$ cat config.mk
export PLATFORM = sky130hd
export DESIGN_NAME = mrr_exec
export DESIGN_NICKNAME = d
export VERILOG_FILES = /design/src/core/mrr_pkg.sv /design/src/core/mrr_addr_gen.sv /design/src/core/mrr_exec.sv
export VERILOG_INCLUDE_DIRS = /design/src /design/src/core
export SDC_FILE = /design/constraint.sdc
export NUM_CORES = 1
export LEC_CHECK = 0
export BUFFER_PORTS_ARGS = -buffer_cell sky130_fd_sc_hd__buf_4
export CORE_MARGIN = 2
export CORE_UTILIZATION = 50
export CTS_CLUSTER_DIAMETER = 80
export CTS_CLUSTER_SIZE = 12
export DETAILED_ROUTE_END_ITERATION = 8
export PLACE_DENSITY_LB_ADDON = 0.08
export SYNTH_ARGS = -nofsm -noshare
export SYNTH_HDL_FRONTEND = slang
export SYNTH_HIERARCHICAL = 1
export SYNTH_SLANG_ARGS = --single-unit
$ cat constraint.sdc
create_clock -name clk_sys -period 6.68 [get_ports clk_sys]
set_input_delay 1.336 -clock clk_sys [delete_from_list [all_inputs] [get_ports clk_sys]]
set_output_delay 1.336 -clock clk_sys [all_outputs]
set_load 0.02 [all_outputs]
$ cat src/core/mrr_map.svh
// Constants of the move, return and rotate execution block.
// Included by the package user files; holds definitions only.
`ifndef MRR_MAP_SVH
`define MRR_MAP_SVH

// Software register offsets (byte addresses)
`define MRR_OFF_CTRL 8'h00
`define MRR_OFF_FLAGS 8'h04
`define MRR_OFF_WORK 8'h08
`define MRR_OFF_BANK 8'h0c
`define MRR_OFF_PC 8'h10

// Control register fields
`define MRR_CTRL_EXT 0
`define MRR_CTRL_HI_EN 1
`define MRR_CTRL_LO_EN 2

// Status flag positions
`define MRR_FLAG_C 0
`define MRR_FLAG_Z 2
`define MRR_FLAG_N 4

// Reset values
`define MRR_RST_CTRL 3'h0
`define MRR_RST_BYTE 8'h00

// Opcode patterns and masks
`define MRR_OP_LITW 16'h0e00
`define MRR_MK_LITW 16'hff00
`define MRR_OP_WSTORE 16'h6e00
`define MRR_MK_WSTORE 16'hfe00
`define MRR_OP_FMOVE 16'hc000
`define MRR_MK_FMOVE 16'hf000
`define MRR_OP_IEXIT 16'h0010
`define MRR_OP_SEXIT 16'h0012
`define MRR_MK_EXIT 16'hfffe
`define MRR_OP_TEXIT 16'h0c00
`define MRR_MK_TEXIT 16'hff00
`define MRR_OP_ROT 16'h3400
`define MRR_MK_ROT 16'hfc00

// Instruction word fields
`define MRR_BIT_A 8
`define MRR_BIT_D 9
`define MRR_BIT_S 0

// Access bank split and literal offset limit
`define MRR_ACC_SPLIT 8'h60
`define MRR_IDX_MAX 8'h5f
`define MRR_ACC_HIGH 4'hf

// Quarter phases: Q1..Q4 as counts 0..3
`define MRR_Q1 2'h0
`define MRR_Q2 2'h1
`define MRR_Q3 2'h2
`define MRR_Q4 2'h3

// Program counter step per instruction word
`define MRR_PC_STEP 2
`endif

$ cat src/core/mrr_pkg.sv
// Types of the move, return and rotate execution block.
// Uses no macros; does not include mrr_map.svh.
package mrr_pkg;
  typedef enum logic [2:0] {
    MRR_ST_IDLE,
    MRR_ST_EXEC,
    MRR_ST_WORD2,
    MRR_ST_MOVE2,
    MRR_ST_NOP2
  } mrr_state_t;

  typedef enum logic [2:0] {
    MRR_OPC_NONE,
    MRR_OPC_LITW,
    MRR_OPC_WSTORE,
    MRR_OPC_FMOVE,
    MRR_OPC_IEXIT,
    MRR_OPC_SEXIT,
    MRR_OPC_TEXIT,
    MRR_OPC_ROT
  } mrr_opc_t;
endpackage

$ cat src/core/mrr_addr_gen.sv
// File address former for single-word file-register instructions.
// Pure combinational; the caller registers the result.
`timescale 1ns/1ns
`default_nettype none
`include "mrr_map.svh"

module mrr_addr_gen import mrr_pkg::*; (
  // Instruction fields
  input wire logic [7:0] file_sel,
  input wire logic bank_access,
  // Context
  input wire logic [7:0] bank_sel,
  input wire logic ext_enable,
  input wire logic [11:0] index_base,
  // Result
  output logic [11:0] file_addr
);
  // Bank bit picks access bank or selected bank
  always_comb begin
    if (bank_access) begin
      file_addr = {bank_sel[3:0], file_sel};
    end else if (ext_enable && file_sel <= `MRR_IDX_MAX) begin
      // Wraps within the data space, as the index register does
      file_addr = index_base + {4'h0, file_sel};
    end else if (file_sel < `MRR_ACC_SPLIT) begin
      file_addr = {4'h0, file_sel};
    end else begin
      file_addr = {`MRR_ACC_HIGH, file_sel};
    end
  end
endmodule
`default_nettype wire

$ cat src/core/mrr_exec.sv
// Executes literal and register moves, returns and rotate-through-carry.
// Assumes fetch, data memory and return stack share clk_sys; memory read data
// arrive the cycle after the read strobe.
//
// Our own choices: the strobed register port and the address map.
`timescale 1ns/1ns
`default_nettype none
`include "mrr_map.svh"

module mrr_exec import mrr_pkg::*; #(
  parameter int PC_W = 21
) (
  // Clock and reset
  input wire logic clk_sys,
  input wire logic rst_n,
  // Instruction fetch
  input wire logic instr_valid,
  input wire logic [15:0] instr_word,
  output logic instr_ready,
  output logic [PC_W-1:0] pc_value,
  // Data memory
  output logic [11:0] mem_addr,
  output logic mem_rd,
  output logic mem_wr,
  output logic [7:0] mem_wdata,
  input wire logic [7:0] mem_rdata,
  input wire logic [11:0] index_base,
  // Return stack
  input wire logic [PC_W-1:0] stack_top,
  output logic stack_pop,
  // Shadow copies
  input wire logic [7:0] working_shadow,
  input wire logic [7:0] flags_shadow,
  input wire logic [7:0] bank_select_shadow,
  // Core state
  output logic [7:0] working_reg,
  output logic [7:0] flags_reg,
  output logic [7:0] bank_select_reg,
  output logic high_priority_global_irq_enable,
  output logic low_priority_global_irq_enable,
  // Register port
  input wire logic [7:0] reg_addr,
  input wire logic [31:0] reg_wdata,
  input wire logic reg_wr,
  input wire logic reg_rd,
  output logic [31:0] reg_rdata
);
  // Refuse PC widths that the read mux and stack port cannot serve
  if (PC_W < 9 || PC_W > 32) begin : g_pc_w_bad
    $error("PC_W must lie between 9 and 32");
  end

  // Classify one instruction word
  function automatic mrr_opc_t op_class(input logic [15:0] iw);
    mrr_opc_t c;
    c = MRR_OPC_NONE;
    if ((iw & `MRR_MK_LITW) == `MRR_OP_LITW) c = MRR_OPC_LITW;
    else if ((iw & `MRR_MK_WSTORE) == `MRR_OP_WSTORE) c = MRR_OPC_WSTORE;
    else if ((iw & `MRR_MK_FMOVE) == `MRR_OP_FMOVE) c = MRR_OPC_FMOVE;
    else if ((iw & `MRR_MK_EXIT) == `MRR_OP_IEXIT) c = MRR_OPC_IEXIT;
    else if ((iw & `MRR_MK_EXIT) == `MRR_OP_SEXIT) c = MRR_OPC_SEXIT;
    else if ((iw & `MRR_MK_TEXIT) == `MRR_OP_TEXIT) c = MRR_OPC_TEXIT;
    else if ((iw & `MRR_MK_ROT) == `MRR_OP_ROT) c = MRR_OPC_ROT;
    return c;
  endfunction

  // Any of the three returns
  function automatic logic is_exit(input mrr_opc_t c);
    return c == MRR_OPC_IEXIT || c == MRR_OPC_SEXIT || c == MRR_OPC_TEXIT;
  endfunction

  mrr_state_t st_q, st_d;
  logic [1:0] qph_q, qph_d;
  logic [15:0] ir_q, ir_d;
  logic [15:0] ir2_q, ir2_d;
  logic [7:0] data_q, data_d;
  logic [7:0] w_q, w_d;
  logic [7:0] flg_q, flg_d;
  logic [7:0] bsel_q, bsel_d;
  logic [PC_W-1:0] pc_q, pc_d;
  logic en_hi_q, en_hi_d;
  logic en_lo_q, en_lo_d;
  logic ext_q, ext_d;
  logic [11:0] madr_q, madr_d;
  logic [7:0] mwd_q, mwd_d;
  logic mrd_q, mrd_d;
  logic mwr_q, mwr_d;
  logic pop_q, pop_d;
  logic [31:0] rdat_q, rdat_d;
  logic [11:0] faddr;
  mrr_opc_t opc;
  logic [7:0] rot_res;
  logic rot_c;
  logic take;

  mrr_addr_gen u_addr (
    .file_sel(ir_q[7:0]),
    .bank_access(ir_q[`MRR_BIT_A]),
    .bank_sel(bsel_q),
    .ext_enable(ext_q),
    .index_base(index_base),
    .file_addr(faddr)
  );

  assign opc = op_class(ir_q);
  // Returns hold off fetch until their idle second cycle
  assign instr_ready = (qph_q == `MRR_Q4) && (st_q != MRR_ST_WORD2)
    && !(st_q == MRR_ST_EXEC && is_exit(opc));
  assign take = instr_ready && instr_valid;

  // Rotate result straight from the memory read data
  assign rot_res = {mem_rdata[6:0], flg_q[`MRR_FLAG_C]};
  assign rot_c = mem_rdata[7];

  // Next state of sequencer, core registers and memory port
  always_comb begin
    st_d = st_q;
    qph_d = qph_q + 2'h1;
    ir_d = ir_q;
    ir2_d = ir2_q;
    data_d = data_q;
    w_d = w_q;
    flg_d = flg_q;
    bsel_d = bsel_q;
    pc_d = pc_q;
    en_hi_d = en_hi_q;
    en_lo_d = en_lo_q;
    ext_d = ext_q;
    madr_d = madr_q;
    mwd_d = mwd_q;
    mrd_d = 1'b0;
    mwr_d = 1'b0;
    pop_d = 1'b0;
    // Software writes first, so hardware updates below win a collision
    if (reg_wr) begin
      unique case (reg_addr)
        `MRR_OFF_CTRL: begin
          ext_d = reg_wdata[`MRR_CTRL_EXT];
          en_hi_d = reg_wdata[`MRR_CTRL_HI_EN];
          en_lo_d = reg_wdata[`MRR_CTRL_LO_EN];
        end
        `MRR_OFF_BANK: bsel_d = {4'h0, reg_wdata[3:0]};
        default: ;
      endcase
    end
    unique case (st_q)
      MRR_ST_EXEC: begin
        // Strobes are registered, so issue one quarter early
        if (qph_q == `MRR_Q1) begin
          if (opc == MRR_OPC_FMOVE) begin
            mrd_d = 1'b1;
            madr_d = ir_q[11:0];
          end else if (opc == MRR_OPC_ROT) begin
            mrd_d = 1'b1;
            madr_d = faddr;
          end
        end
        if (qph_q == `MRR_Q3) begin
          data_d = mem_rdata;
          if (opc == MRR_OPC_WSTORE) begin
            mwr_d = 1'b1;
            madr_d = faddr;
            mwd_d = w_q;
          end
          if (opc == MRR_OPC_ROT) begin
            flg_d[`MRR_FLAG_C] = rot_c;
            flg_d[`MRR_FLAG_N] = rot_res[7];
            flg_d[`MRR_FLAG_Z] = (rot_res == 8'h00);
            if (ir_q[`MRR_BIT_D]) begin
              mwr_d = 1'b1;
              mwd_d = rot_res;
            end else begin
              w_d = rot_res;
            end
          end
        end
        if (qph_q == `MRR_Q4) begin
          unique case (opc)
            MRR_OPC_LITW: w_d = ir_q[7:0];
            MRR_OPC_TEXIT: begin
              w_d = ir_q[7:0];
              pc_d = stack_top;
              pop_d = 1'b1;
            end
            MRR_OPC_IEXIT, MRR_OPC_SEXIT: begin
              pc_d = stack_top;
              pop_d = 1'b1;
              if (ir_q[`MRR_BIT_S]) begin
                w_d = working_shadow;
                flg_d = flags_shadow;
                bsel_d = bank_select_shadow;
              end
              // High enable still set means a low level is returning
              if (opc == MRR_OPC_IEXIT) begin
                if (en_hi_q) en_lo_d = 1'b1;
                else en_hi_d = 1'b1;
              end
            end
            default: ;
          endcase
        end
      end
      MRR_ST_MOVE2: begin
        // No dummy read in this cycle; only the late write
        if (qph_q == `MRR_Q3) begin
          mwr_d = 1'b1;
          madr_d = ir2_q[11:0];
          mwd_d = data_q;
        end
      end
      default: ;
    endcase
    // Cycle boundary
    if (qph_q == `MRR_Q4) begin
      if (st_q == MRR_ST_EXEC && opc == MRR_OPC_FMOVE || st_q == MRR_ST_WORD2) begin
        if (instr_valid) begin
          ir2_d = instr_word;
          pc_d = pc_q + PC_W'(`MRR_PC_STEP);
          st_d = MRR_ST_MOVE2;
        end else begin
          st_d = MRR_ST_WORD2;
        end
      end else if (st_q == MRR_ST_EXEC && is_exit(opc)) begin
        st_d = MRR_ST_NOP2;
      end else if (take) begin
        ir_d = instr_word;
        pc_d = pc_q + PC_W'(`MRR_PC_STEP);
        st_d = MRR_ST_EXEC;
      end else begin
        st_d = MRR_ST_IDLE;
      end
    end
    // Read data for the cycle after the read strobe
    rdat_d = 32'h0000_0000;
    if (reg_rd) begin
      unique case (reg_addr)
        `MRR_OFF_CTRL: rdat_d = {29'h0, en_lo_q, en_hi_q, ext_q};
        `MRR_OFF_FLAGS: rdat_d = {24'h0, flg_q};
        `MRR_OFF_WORK: rdat_d = {24'h0, w_q};
        `MRR_OFF_BANK: rdat_d = {24'h0, bsel_q};
        `MRR_OFF_PC: rdat_d = 32'(pc_q);
        default: rdat_d = 32'h0000_0000;
      endcase
    end
  end

  // State registers
  always_ff @(posedge clk_sys or negedge rst_n) begin
    if (!rst_n) begin
      st_q <= MRR_ST_IDLE;
      qph_q <= `MRR_Q1;
      ir_q <= 16'h0000;
      ir2_q <= 16'h0000;
      data_q <= `MRR_RST_BYTE;
      w_q <= `MRR_RST_BYTE;
      flg_q <= `MRR_RST_BYTE;
      bsel_q <= `MRR_RST_BYTE;
      pc_q <= '0;
      en_hi_q <= 1'b0;
      en_lo_q <= 1'b0;
      ext_q <= 1'b0;
      madr_q <= 12'h000;
      mwd_q <= `MRR_RST_BYTE;
      mrd_q <= 1'b0;
      mwr_q <= 1'b0;
      pop_q <= 1'b0;
      rdat_q <= 32'h0000_0000;
    end else begin
      st_q <= st_d;
      qph_q <= qph_d;
      ir_q <= ir_d;
      ir2_q <= ir2_d;
      data_q <= data_d;
      w_q <= w_d;
      flg_q <= flg_d;
      bsel_q <= bsel_d;
      pc_q <= pc_d;
      en_hi_q <= en_hi_d;
      en_lo_q <= en_lo_d;
      ext_q <= ext_d;
      madr_q <= madr_d;
      mwd_q <= mwd_d;
      mrd_q <= mrd_d;
      mwr_q <= mwr_d;
      pop_q <= pop_d;
      rdat_q <= rdat_d;
    end
  end

  // Outputs straight from flops
  assign pc_value = pc_q;
  assign mem_addr = madr_q;
  assign mem_rd = mrd_q;
  assign mem_wr = mwr_q;
  assign mem_wdata = mwd_q;
  assign stack_pop = pop_q;
  assign working_reg = w_q;
  assign flags_reg = flg_q;
  assign bank_select_reg = bsel_q;
  assign high_priority_global_irq_enable = en_hi_q;
  assign low_priority_global_irq_enable = en_lo_q;
  assign reg_rdata = rdat_q;
endmodule
`default_nettype wire

### Word level (Yosys, flattened, before mapping)

Cells that the tools add are included.
Widths: inputs -> output; s select.

* input port bits: 126
* register bits: 144

* add/sub/neg operators: 3
* bitwise logic cells: 2
* $lt $le $gt $ge: 2
* multiplexer cells: 85
* eq/ne operators: 26
* reductions and logical operators: 24

Operators with widths (number)
* $mux 21: 9
* $mux 8: 16
* $mux 12: 9
* $pmux 21 s5: 1
* $mux 1: 34
* $eq 8x4->1 const B: 4
* $pmux 8 s2: 2
* $eq 15x4->1 const B: 2
* $mux 3: 9
* $pmux 12 s2: 1
* $add 21x2->21 const B: 1
* $logic_not 8->1: 2
* $mux 5: 3
* $add 12x8->12: 1
* $eq 3x2->1 const B: 4
* $eq 3x3->1 const B: 4
* $eq 8x3->1 const B: 1
* $eq 8x5->1 const B: 1
* $le 8x7->1 const B: 1
* $lt 8x7->1 const B: 1
* $reduce_and 4->1: 2
* $eq 7x6->1 const B: 1
* $eq 3x1->1 const B: 2
* $eq 6x4->1 const B: 1
* 16 further kinds: 30

### Longest topological paths before layout

Gate-level depths: netlist of the first run.

* depth after elaboration: 19
* mapped depth: 11
* gate-level depth less buffers: 11

### Hierarchy

Netlist of the first run, hierarchy kept.

By module, submodules not included
* mrr_exec: times used 1, seq. area each 3328.2 µm², cells an instance 667, area an instance 6806.5 µm²
* mrr_addr_gen: times used 1, seq. area each 0.0 µm², cells an instance 96, area an instance 636.9 µm²

### Least setup slack after synthesis of the first run

OpenSTA, ideal clock, no wires.

* kind: input to register
* from: input index_base[0]
* to: register madr_q[8], in the netlist mem_addr[8]
* arrival: 3093 ps
* buffers on the path: 0
* data required time: 6557 ps
* stages: 11
* setup slack: 3464 ps
* cells stage by stage: ha_1 > inv_1 > fa_1 > nand2b_1 > a21oi_1 > o211ai_1 > mux2i_1 > o311ai_0 > o21ai_0 > a21oi_1 > o221a_2

* word-level cells in the longest chain between the ends: 9

Ends and longest elaborated chain
* start, declared: line mrr_exec.sv:27 `input wire logic [11:0] index_base,`
* $add 12x8->12 *: line mrr_addr_gen.sv:24 `file_addr = index_base + {4'h0, file_sel};`
* $mux 12 *: line mrr_addr_gen.sv:22 `` end else if (ext_enable && file_sel <= `MRR_IDX_MAX) begin ``
* $mux 12 *: line mrr_addr_gen.sv:20 `if (bank_access) begin`
* named net faddr[8]: line mrr_exec.sv:90 `logic [11:0] faddr;`
* $mux 12: line mrr_exec.sv:153 `end else if (opc == MRR_OPC_ROT) begin`
* $mux 12: line mrr_exec.sv:150 `if (opc == MRR_OPC_FMOVE) begin`
* $mux 12: line mrr_exec.sv:149 `` if (qph_q == `MRR_Q1) begin ``
* $mux 12: line mrr_exec.sv:160 `if (opc == MRR_OPC_WSTORE) begin`
* $mux 12 *: line mrr_exec.sv:158 `` if (qph_q == `MRR_Q3) begin ``
* $pmux 12 s2 *: line mrr_exec.sv:146 `unique case (st_q)`
* end signal, assigned: line mrr_exec.sv:281 `madr_q <= madr_d;`
* end, declared: line mrr_exec.sv:84 `logic [11:0] madr_q, madr_d;`

The timed path passes the listed nets; every way through them passes the cells marked *.
A chain may end at the register's enable or synchronous reset.

### Worst setup path after layout of the first run

* from: register ir_q[8]
* to: output instr_ready

* word-level cells in the longest chain between the ends: 13
* elaborated cells between the ends (all ways): 18
* those cells by class: 7 x eq/ne; 6 x mux; 5 x reduce/logical

Ends and longest elaborated chain
* start, declared: line mrr_exec.sv:74 `logic [15:0] ir_q, ir_d;`
* start signal, assigned: line mrr_exec.sv:271 `ir_q <= ir_d;`
* $eq 8x4->1 (no line)
* $mux 3: line mrr_exec.sv:62 `` else if ((iw & `MRR_MK_TEXIT) == `MRR_OP_TEXIT) c = MRR_OPC_TEXIT; ``
* $mux 3: line mrr_exec.sv:61 `` else if ((iw & `MRR_MK_EXIT) == `MRR_OP_SEXIT) c = MRR_OPC_SEXIT; ``
* $mux 3: line mrr_exec.sv:60 `` else if ((iw & `MRR_MK_EXIT) == `MRR_OP_IEXIT) c = MRR_OPC_IEXIT; ``
* $mux 3: line mrr_exec.sv:59 `` else if ((iw & `MRR_MK_FMOVE) == `MRR_OP_FMOVE) c = MRR_OPC_FMOVE; ``
* $mux 3: line mrr_exec.sv:58 `` else if ((iw & `MRR_MK_WSTORE) == `MRR_OP_WSTORE) c = MRR_OPC_WSTORE; ``
* $mux 3 *: line mrr_exec.sv:57 `` if ((iw & `MRR_MK_LITW) == `MRR_OP_LITW) c = MRR_OPC_LITW; ``
* $eq 3x3->1: line mrr_exec.sv:69 `return c == MRR_OPC_IEXIT || c == MRR_OPC_SEXIT || c == MRR_OPC_TEXIT;`
* $logic_or 1x1->1: line mrr_exec.sv:69
* $logic_or 1x1->1 *: line mrr_exec.sv:69
* $logic_and 1x1->1 *: line mrr_exec.sv:108 `&& !(st_q == MRR_ST_EXEC && is_exit(opc));`
* $logic_not 1->1 *: line mrr_exec.sv:108
* $logic_and 1x1->1 *: line mrr_exec.sv:107 `` assign instr_ready = (qph_q == `MRR_Q4) && (st_q != MRR_ST_WORD2) ``
* end, declared: line mrr_exec.sv:19 `output logic instr_ready,`

Every way passes the cells marked *; elsewhere a longest branch is shown, timed or not.

==> results of run 1 <==
==> cells by family (layout without fill, tap and decap cells) <==
family	after synthesis	in the layout	synth area share
fa+ha+maj	13	13	0.0229
mux	53	53	0.0804
xor+xnor	7	7	0.00824
compound gates	221	221	0.204
other cells	1	11	0.000504
simple gates	260	260	0.190
flops	133	133	0.447
buf+inv	75	251	0.0466
==> routing by layer <==
metal,wire (µm),part of all wire,global-route usage,vias up
met3,2170,0.094,0.0714,53
met4,794,0.034,0.131,0
met5,0,0,0,-
met1,9450,0.41,0.392,3408
li1,-,-,-,3190
met2,10700,0.46,0.448,346
==> cells in the final DEF, fill, tap and decap left out, types with 6 or more instances in the layout <==
| cell | instances |
|---|---|
| a211oi_1 | 6 |
| conb_1 | 11 |
| inv_1 | 27 |
| o21ai_0 | 60 |
| ha_1 | 12 |
| nor3_1 | 18 |
| dfrtp_1 | 133 |
| and3_1 | 26 |
| nand3_1 | 42 |
| o2111ai_1 | 9 |
| clkbuf_16 | 17 |
| mux2_2 | 38 |
| or2_2 | 8 |
| a222oi_1 | 8 |
| mux2i_1 | 11 |
| a311oi_1 | 10 |
| o211a_1 | 7 |
| a221o_1 | 8 |
| buf_4 | 196 |
| a21oi_1 | 52 |
| nor2_1 | 34 |
| nor4_1 | 8 |
| a21o_1 | 8 |
| o211ai_1 | 8 |
| nand2_1 | 73 |
==> cell type report <==
cell class | instances | area share
Clock buffer | 22 | 0.0519
Clock inverter | 5 | 0.00789
Inverter | 28 | 0.0110
Multi-Input combinational cell | 565 | 0.401
Sequential cell | 133 | 0.350
Tap cell | 184 | 0.0242
Timing Repair Buffer | 196 | 0.155
==> worst max-delay path: cells and delay by family (launching register included) <==
kind / cells / cell delay, ns
flip-flops: 1 / 0.53
buffers and inverters: 1 / 0.16
AO/OA/AOI/OAI: 2 / 0.27
AND/OR/NAND/NOR: 3 / 1.22
==> power by group <==
group          internal (mW)  total, mW  switching (mW)
logic                  0.298      0.632           0.334
clock network          0.585      0.912           0.327
registers              0.922       1.09           0.167
==> final timing paths <==
check / startpoint / to / cells after the start
worst min register to register: data_q[7] / data_q[7] / 2
worst max-delay path: ir_q[8] / instr_ready / 6
worst min-delay path: data_q[7] / data_q[7] / 2
worst max register to register: ir_q[0] / mem_addr[8] / 11
max in group asynchronous: rst_n / ir_q[4] / 2
min in group asynchronous: rst_n / reg_rdata[15] / 1
==> through the flow <==
| stage | util | power [mW] | hold slack [ns] | cell area (µm²) |
|---|---|---|---|---|
| after detailed placement | 0.616 | 1.73 | 0.466 | 8950 |
| after CTS | 0.655 | 2.64 | 0.479 | 9520 |
| after global placement | 0.616 | 1.71 | 0.445 | 8950 |
| final | 0.655 | 2.63 | 0.488 | 9520 |
| after floorplan | - | 1.42 | 0.434 | 7480 |
| after global routing | 0.655 | 2.76 | 0.492 | 9520 |
==> results.py, run 1 <==
metrics = {
    "floorplanning": {
        "core_area_um2": 14500,
        "num_io_pins": 229,
        "rows": 44,
        "die-area_um2": 15900,
        "die_w_um": 126,
        "die_h_um": 126,
        "start_util": 0.512,
    },
    "critical_path": {
        "crit_path_top_delay_cell": "nor4_1",
        "critical_path_class": "reg2out",
        "max_stage_delay_ns": 0.66,
        "cp-start-kind": "flip-flop",
        "cp.arrival_ns": 2.61,
        "r2r_slack_ns": 3.71,
        "end_kind": "primary output",
        "cp_max_fo": 9,
        "worstPathRequired_ns": 5.34,
        "crit_path_cell_trace": "nor4_1 -> nand4_2 -> nand2_1 -> a21oi_1 -> o21a_1 -> buf_4",
    },
    "timing": {
        "setup_viol": 0,
        "slew_headroom": 0.338,
        "fin_crit_ns": 3.95,
        "worstMarginPinSlew_ns": 0.985,
        "rsz0062_at_grt": "false",
        "final_max_slew_viol_count": 0,
        "max_freq_mhz": 253,
        "final.setup_skew_ns": 0.00675,
        "fin_tns_setup_ns": 0,
        "hold_viol": 0,
        "finalWorstSetupSlack_ns": 2.73,
        "post-route-period-util": 0.591,
    },
    "logic_synthesis": {
        "synthCells": 763,
        "syn_avg_cell_area_um2": 9.76,
        "synth_ff_type": "dfrtp_1",
        "yosysUniqueCellTypes": 84,
        "synth_top_area_share": 0.447,
        "ys_top_cells_by_area": "dfrtp_1, mux2_2, o21ai_0",
        "yosysSeqAreaShare": 0.447,
        "post-synth-top-area-cell": "dfrtp_1",
        "yosys_warnings": 6,
        "async_reset_ff_frac": 1.00,
        "ys_ff_latch": 133,
        "synth_edf_count": 0,
        "synth_area_um2": 7440,
        "yosysMostFrequentCell": "dfrtp_1",
        "synth_common_cells": "dfrtp_1, nand2_1, o21ai_0, a21oi_1, nand3_1",
    },
    "clock_network": {
        "clock_path_buffers": 2,
        "cts_root_buf": "clkbuf_16",
        "htree_levels": 4,
        "clk_latency_ns": 0.42,
        "clk_pin_slew_ns": 0.06,
        "cts_setup_buffers": 0,
        "ctsResizeCount": 0,
        "ctsHoldBuffers": 0,
        "cts-buffers-inserted": 17,
        "cts_tree": "done",
        "clock-sinks": 133,
    },
    "detailed_routing": {
        "wl_per_cell_um": 20.4,
        "ant_nets": 0,
        "vias": 6997,
        "drt-initial-drc-count": 562,
        "drt_wl_total_um": 23100,
        "viasPerCell": 6.18,
        "drc": 0,
        "drtPass1Iterations": 5,
    },
    "layout": {
        "final_layout_size_suffix_gt1_frac": 0.320,
        "multiInputGateArea_um2": 3810,
        "num_antenna_cells": 0,
        "area_growth_pct": 27.9,
        "seq_area_um2": 3330,
        "nets": 1080,
        "final_cells": 1133,
        "fillers": 1215,
    },
    "power_and_ir_drop": {
        "peakVddDrop_uv": 217,
        "power.density_nw_per_um2": 277,
        "p_leak_nw": 4.47,
    },
    "place": {
        "port_buffers": 189,
        "hpwl_um": 16900,
        "gpl.final_weighted_congestion": 0.900,
        "dp_cells": 1106,
        "post-place-ws_ns": 2.95,
    },
    "global_route": {
        "grt_usage": 0.291,
        "grt_max_degree": 75,
        "grt_pass1_wl_um": 36200,
        "antenna_found_initial": 0,
        "grt-ovfl-total": 0,
        "grt_pass1_vias": 6692,
    },
    "job": {
        "drv_cap": 0,
    },
    "hold_path": {
        "min_path_type": "reg2reg",
    },
    "run_status": {
        "status": "complete, no violations",
    },
}
(Power assumes the default switching activity.)
==> run 2: changes to the inputs <==
CORE_UTILIZATION = 47   (was 50)
clock period = 3.49 ns   (was 6.68 ns; I/O delays follow)
==> results.py, run 2 (synthesis results as in run 1) <==
metrics = {
    "run_status": {
        "status": "complete, no violations",
    },
    "place": {
        "hpwl_um": 17800,
        "gpl.final_weighted_congestion": 0.914,
        "place_area_um2": 9060,
        "port_buffers": 189,
    },
    "floorplanning": {
        "die-area_um2": 16900,
        "rows": 46,
        "core_area_um2": 15700,
        "num_io_pins": 229,
        "die_w_um": 130,
        "start_util": 0.475,
        "die_h_um": 130,
    },
    "global_route": {
        "grt_usage": 0.287,
        "grt_pass1_wl_um": 37300,
        "top_usage_layer": "met2",
        "grt_pass1_vias": 6979,
        "grt_max_degree": 72,
        "grt-ovfl-total": 0,
        "grt.met2_usage": 0.482,
        "use_met3": 0.0660,
        "grt_use_met1": 0.353,
        "antenna_found_initial": 0,
    },
    "critical_path": {
        "cp.arrival_ns": 2.55,
        "critical_path_class": "reg2out",
        "cp-start-kind": "flip-flop",
        "r2r_slack_ns": 0.63,
        "r2r_end": "mem_addr[11]",
        "end_kind": "primary output",
        "ff2ff_path_depth": 10,
        "cp_max_fo": 8,
        "reg2reg_from": "ir_q[3]",
        "worstPathRequired_ns": 2.79,
    },
    "timing": {
        "fin_crit_ns": 3.25,
        "max_freq_mhz": 308,
        "whs_ns": 0.220,
        "final.setup_skew_ns": 0.00499,
        "slew_headroom": 0.368,
        "hold_viol": 0,
        "worstMarginPinSlew_ns": 0.948,
        "fin_tns_setup_ns": 0,
        "post-route-period-util": 0.932,
        "setup_viol": 0,
        "final_max_slew_viol_count": 0,
        "rsz0062_at_grt": "false",
    },
    "detailed_routing": {
        "drtPass1Iterations": 6,
        "wl_per_cell_um": 20.4,
        "drt_wl_total_um": 23900,
        "ant_nets": 0,
        "vias": 7112,
        "drc": 0,
        "drt-initial-drc-count": 445,
        "viasPerCell": 6.06,
    },
    "power_and_ir_drop": {
        "power.density_nw_per_um2": 519,
        "p_leak_nw": 4.51,
        "peakVddDrop_uv": 357,
    },
    "job": {
        "drv_cap": 0,
    },
    "clock_network": {
        "cts_tree": "done",
        "clock-sinks": 133,
        "cts_root_buf": "clkbuf_16",
        "cts_setup_buffers": 0,
        "htree_levels": 4,
        "clock_path_buffers": 2,
        "cts-buffers-inserted": 17,
        "clk_pin_slew_ns": 0.05,
        "ctsResizeCount": 0,
        "clk_latency_ns": 0.42,
        "ctsHoldBuffers": 0,
    },
    "layout": {
        "layout_common_cells": "buf_4, dfrtp_1, nand2_1, o21ai_0, a21oi_1",
        "final_area_um2": 9600,
        "num_antenna_cells": 0,
        "final_common_cell": "buf_4",
        "area_growth_pct": 29.0,
        "nets": 1087,
        "final_layout_size_suffix_gt1_frac": 0.324,
    },
    "hold_path": {
        "min_path_type": "in2async",
    },
}
-- run 2: cell count changes in the layout (fill, tap and decap cells not counted), sizes merged --
cell    before  now
clkinv       3    4
clkbuf      22   24
bufinv       2    1
buf        196  203
-- run 2: worst max-delay path by stage --
stage / end / slack (ns) / from
after floorplan: mem_addr[8] / 0.91 / index_base[0]
after global placement: mem_addr[10] / 0.48 / index_base[0]
after detailed placement: mem_addr[11] / 0.39 / index_base[1]
after CTS: instr_ready / 0.29 / ir_q[12]
after global routing: instr_ready / 0.05 / ir_q[13]
final: instr_ready / 0.24 / ir_q[12]
-- run 2: metal layers --
layer,wire (µm),vias to the layer above
li1,-,3215
met3,1750,56
met1,9450,3502
met2,11900,339
met4,864,0
met5,0,-
-- run 2: area by class of cell --
type	instances	area, µm²
fillers	1403	6050
multi-input cells	565	3820
flip-flops and latches	133	3330
repair buffers	203	1540
clock buffers	24	492
well taps	216	270
inverters	28	105
clock inverters	5	50.0
-- run 2: through the flow --
step / power, mW / setup slack [ns] / std cells / util
finish: 4.98 / 0.239 / 1174 / 0.613
detailed placement: 3.31 / 0.390 / 1145 / 0.579
global placement: 3.28 / 0.482 / 1145 / 0.579
global route: 5.21 / 0.0529 / 1174 / 0.613
floorplan: 2.71 / 0.912 / 773 / -
CTS: 4.99 / 0.293 / 1174 / 0.613
-- run 2: power by group --
group	switching (mW)	internal, mW	leakage, nW
clock	0.643	1.04	0.272
sequential	0.302	1.76	1.65
combinational	0.656	0.579	2.59
-- run 2: worst max-delay path, stage by stage (launching register included) --
cell	delay, ns
dfrtp_1	0.46
nor4_1	0.63
nand4_2	0.37
nand2_1	0.24
a21oi_1	0.09
o21a_1	0.19
buf_4	0.16
==> run 3: changes to the inputs <==
CORE_UTILIZATION = 40   (was 47)
==> results.py, run 3 (synthesis results as in run 1) <==
metrics = {
    "run_status": {
        "status": "complete, no violations",
    },
    "detailed_routing": {
        "wl_met3_um": 1670,
        "drt-initial-drc-count": 523,
        "topRoutingLayerUsed": "met4",
        "vias": 7021,
        "met2_length_um": 12200,
        "ant_nets": 0,
        "drc": 0,
        "drtPass1Iterations": 6,
        "wl_per_cell_um": 21.0,
        "drt_wl_total_um": 25000,
        "wl_met1_um": 10600,
        "viasPerCell": 5.90,
    },
    "timing": {
        "hold_viol": 0,
        "finalWorstSetupSlack_ns": 0.264,
        "fin_tns_setup_ns": 0,
        "slew_headroom": 0.360,
        "fin_crit_ns": 3.23,
        "setup_viol": 0,
        "rsz0062_at_grt": "false",
        "max_freq_mhz": 310,
        "whs_ns": 0.362,
        "post-route-period-util": 0.924,
        "final_max_slew_viol_count": 0,
        "worstMarginPinSlew_ns": 0.960,
        "final.setup_skew_ns": 0.0108,
    },
    "critical_path": {
        "crit_buf_inv": 1,
        "max_stage_delay_ns": 0.71,
        "crit_path_frequent_cell": "nand2_1",
        "r2r_end": "mem_addr[11]",
        "r2r_slack_ns": 0.73,
        "cp_max_fo": 8,
        "critical_path_class": "reg2out",
        "cp.arrival_ns": 2.53,
        "critPathTopFamily": "simple AND/OR/NAND/NOR gates",
        "end_kind": "primary output",
        "crit_path_cell_trace": "nor4bb_1 -> nand2_1 -> nand2_1 -> a21oi_1 -> o21a_1 -> buf_4",
        "ff2ff_path_depth": 9,
        "cp-start-kind": "flip-flop",
        "reg2reg_from": "ir_q[1]",
        "worstPathRequired_ns": 2.79,
        "crit_path_top_delay_cell": "nor4bb_1",
    },
    "layout": {
        "final_cells": 1191,
        "seq_area_um2": 3330,
        "layout_common_cells": "buf_4, dfrtp_1, nand2_1, o21ai_0, a21oi_1",
        "multiInputGateArea_um2": 3830,
        "final_common_cell": "buf_4",
        "fillers": 1676,
        "final_layout_size_suffix_gt1_frac": 0.328,
        "num_antenna_cells": 0,
        "area_growth_pct": 29.7,
        "nets": 1088,
    },
    "clock_network": {
        "cts_tree": "done",
        "clock_path_buffers": 2,
        "cts_setup_buffers": 0,
        "clk_latency_ns": 0.42,
        "ctsResizeCount": 0,
        "cts-buffers-inserted": 17,
        "htree_levels": 4,
        "ctsHoldBuffers": 0,
        "clk_pin_slew_ns": 0.06,
        "clock-sinks": 133,
        "cts_root_buf": "clkbuf_16",
    },
    "floorplanning": {
        "die-area_um2": 19700,
        "num_io_pins": 229,
        "start_util": 0.412,
        "die_h_um": 140,
        "rows": 49,
        "die_w_um": 140,
        "core_area_um2": 18100,
    },
    "global_route": {
        "antenna_found_initial": 0,
        "grt_usage": 0.252,
        "grt-ovfl-total": 0,
        "grt_pass1_vias": 6862,
        "grt_pass1_wl_um": 38400,
        "grt_max_degree": 61,
    },
    "power_and_ir_drop": {
        "pwr-share-clk": 0.345,
        "p_sw_mw": 1.66,
        "p_comb_frac": 0.244,
        "peakVddDrop_uv": 404,
        "power.density_nw_per_um2": 523,
        "p_leak_nw": 4.51,
        "p_total_mw": 5.05,
        "switching_share": 0.329,
        "p_int_mw": 3.39,
        "power_frac_seq": 0.411,
    },
    "place": {
        "dp_cells": 1159,
        "port_buffers": 189,
        "gpl.final_weighted_congestion": 0.859,
        "post-place-ws_ns": 0.444,
        "hpwl_um": 18500,
    },
    "job": {
        "drv_cap": 0,
    },
    "hold_path": {
        "min_path_type": "in2async",
    },
}
run 3: changes by cell type in the layout (fill, tap and decap cells not counted), sizes merged:
cell      change
buf           +1
bufinv        +1
clkbuf        -5
clkinv        +1
clkinvlp      +4
inv           +2
run 3: area by class of cell:
class,instances,share of cell area
Clock buffer,19,0.0448
Clock inverter,13,0.0137
Inverter,28,0.0109
Multi-Input combinational cell,565,0.396
Sequential cell,133,0.345
Tap cell,229,0.0297
Timing Repair Buffer,204,0.160
run 3: metrics by stage:
step / util / cell area, µm²
floorplan: - / 7480
global placement: 0.502 / 9080
detailed placement: 0.502 / 9080
CTS: 0.534 / 9650
global route: 0.534 / 9660
finish: 0.534 / 9660
run 3: worst max path at each step:
stage / from / to / slack (ns) / depth (start not counted)
floorplan: index_base[0] / mem_addr[8] / 0.91 / 11
CTS: ir_q[8] / instr_ready / 0.27 / 6
finish: ir_q[11] / instr_ready / 0.26 / 6
global placement: index_base[1] / mem_addr[11] / 0.54 / 10
global route: ir_q[11] / instr_ready / 0.09 / 6
detailed placement: index_base[0] / mem_addr[10] / 0.44 / 12
run 3: metal layers:
metal  GRT usage  up-vias
li1            -     3216
met1       0.338     3452
met2       0.417      320
met3      0.0424       33
met4      0.0792        0
met5           0        -
run 3: power by group through the flow:
| stage | combinational (mW) | clock (mW) | sequential, mW |
|---|---|---|---|
| 2_1_floorplan | 0.554 | 0 | 2.16 |
| 3_3_place_gp | 1.20 | 0 | 2.08 |
| 3_5_place_dp | 1.23 | 0 | 2.10 |
| 4_1_cts | 1.23 | 1.77 | 2.07 |
| 5_1_grt | 1.34 | 1.84 | 2.11 |
| 6_report | 1.23 | 1.74 | 2.08 |
run 3: worst register-to-register path, stage by stage (launching register included):
cell and delay (ns):
dfrtp_1 0.56, ha_1 0.33, a211oi_1 0.28, o21ai_1 0.16, o31ai_2 0.33, o211ai_1 0.24, a32oi_1 0.23, nor2b_1 0.06
a2111oi_0 0.35, nor3_1 0.10
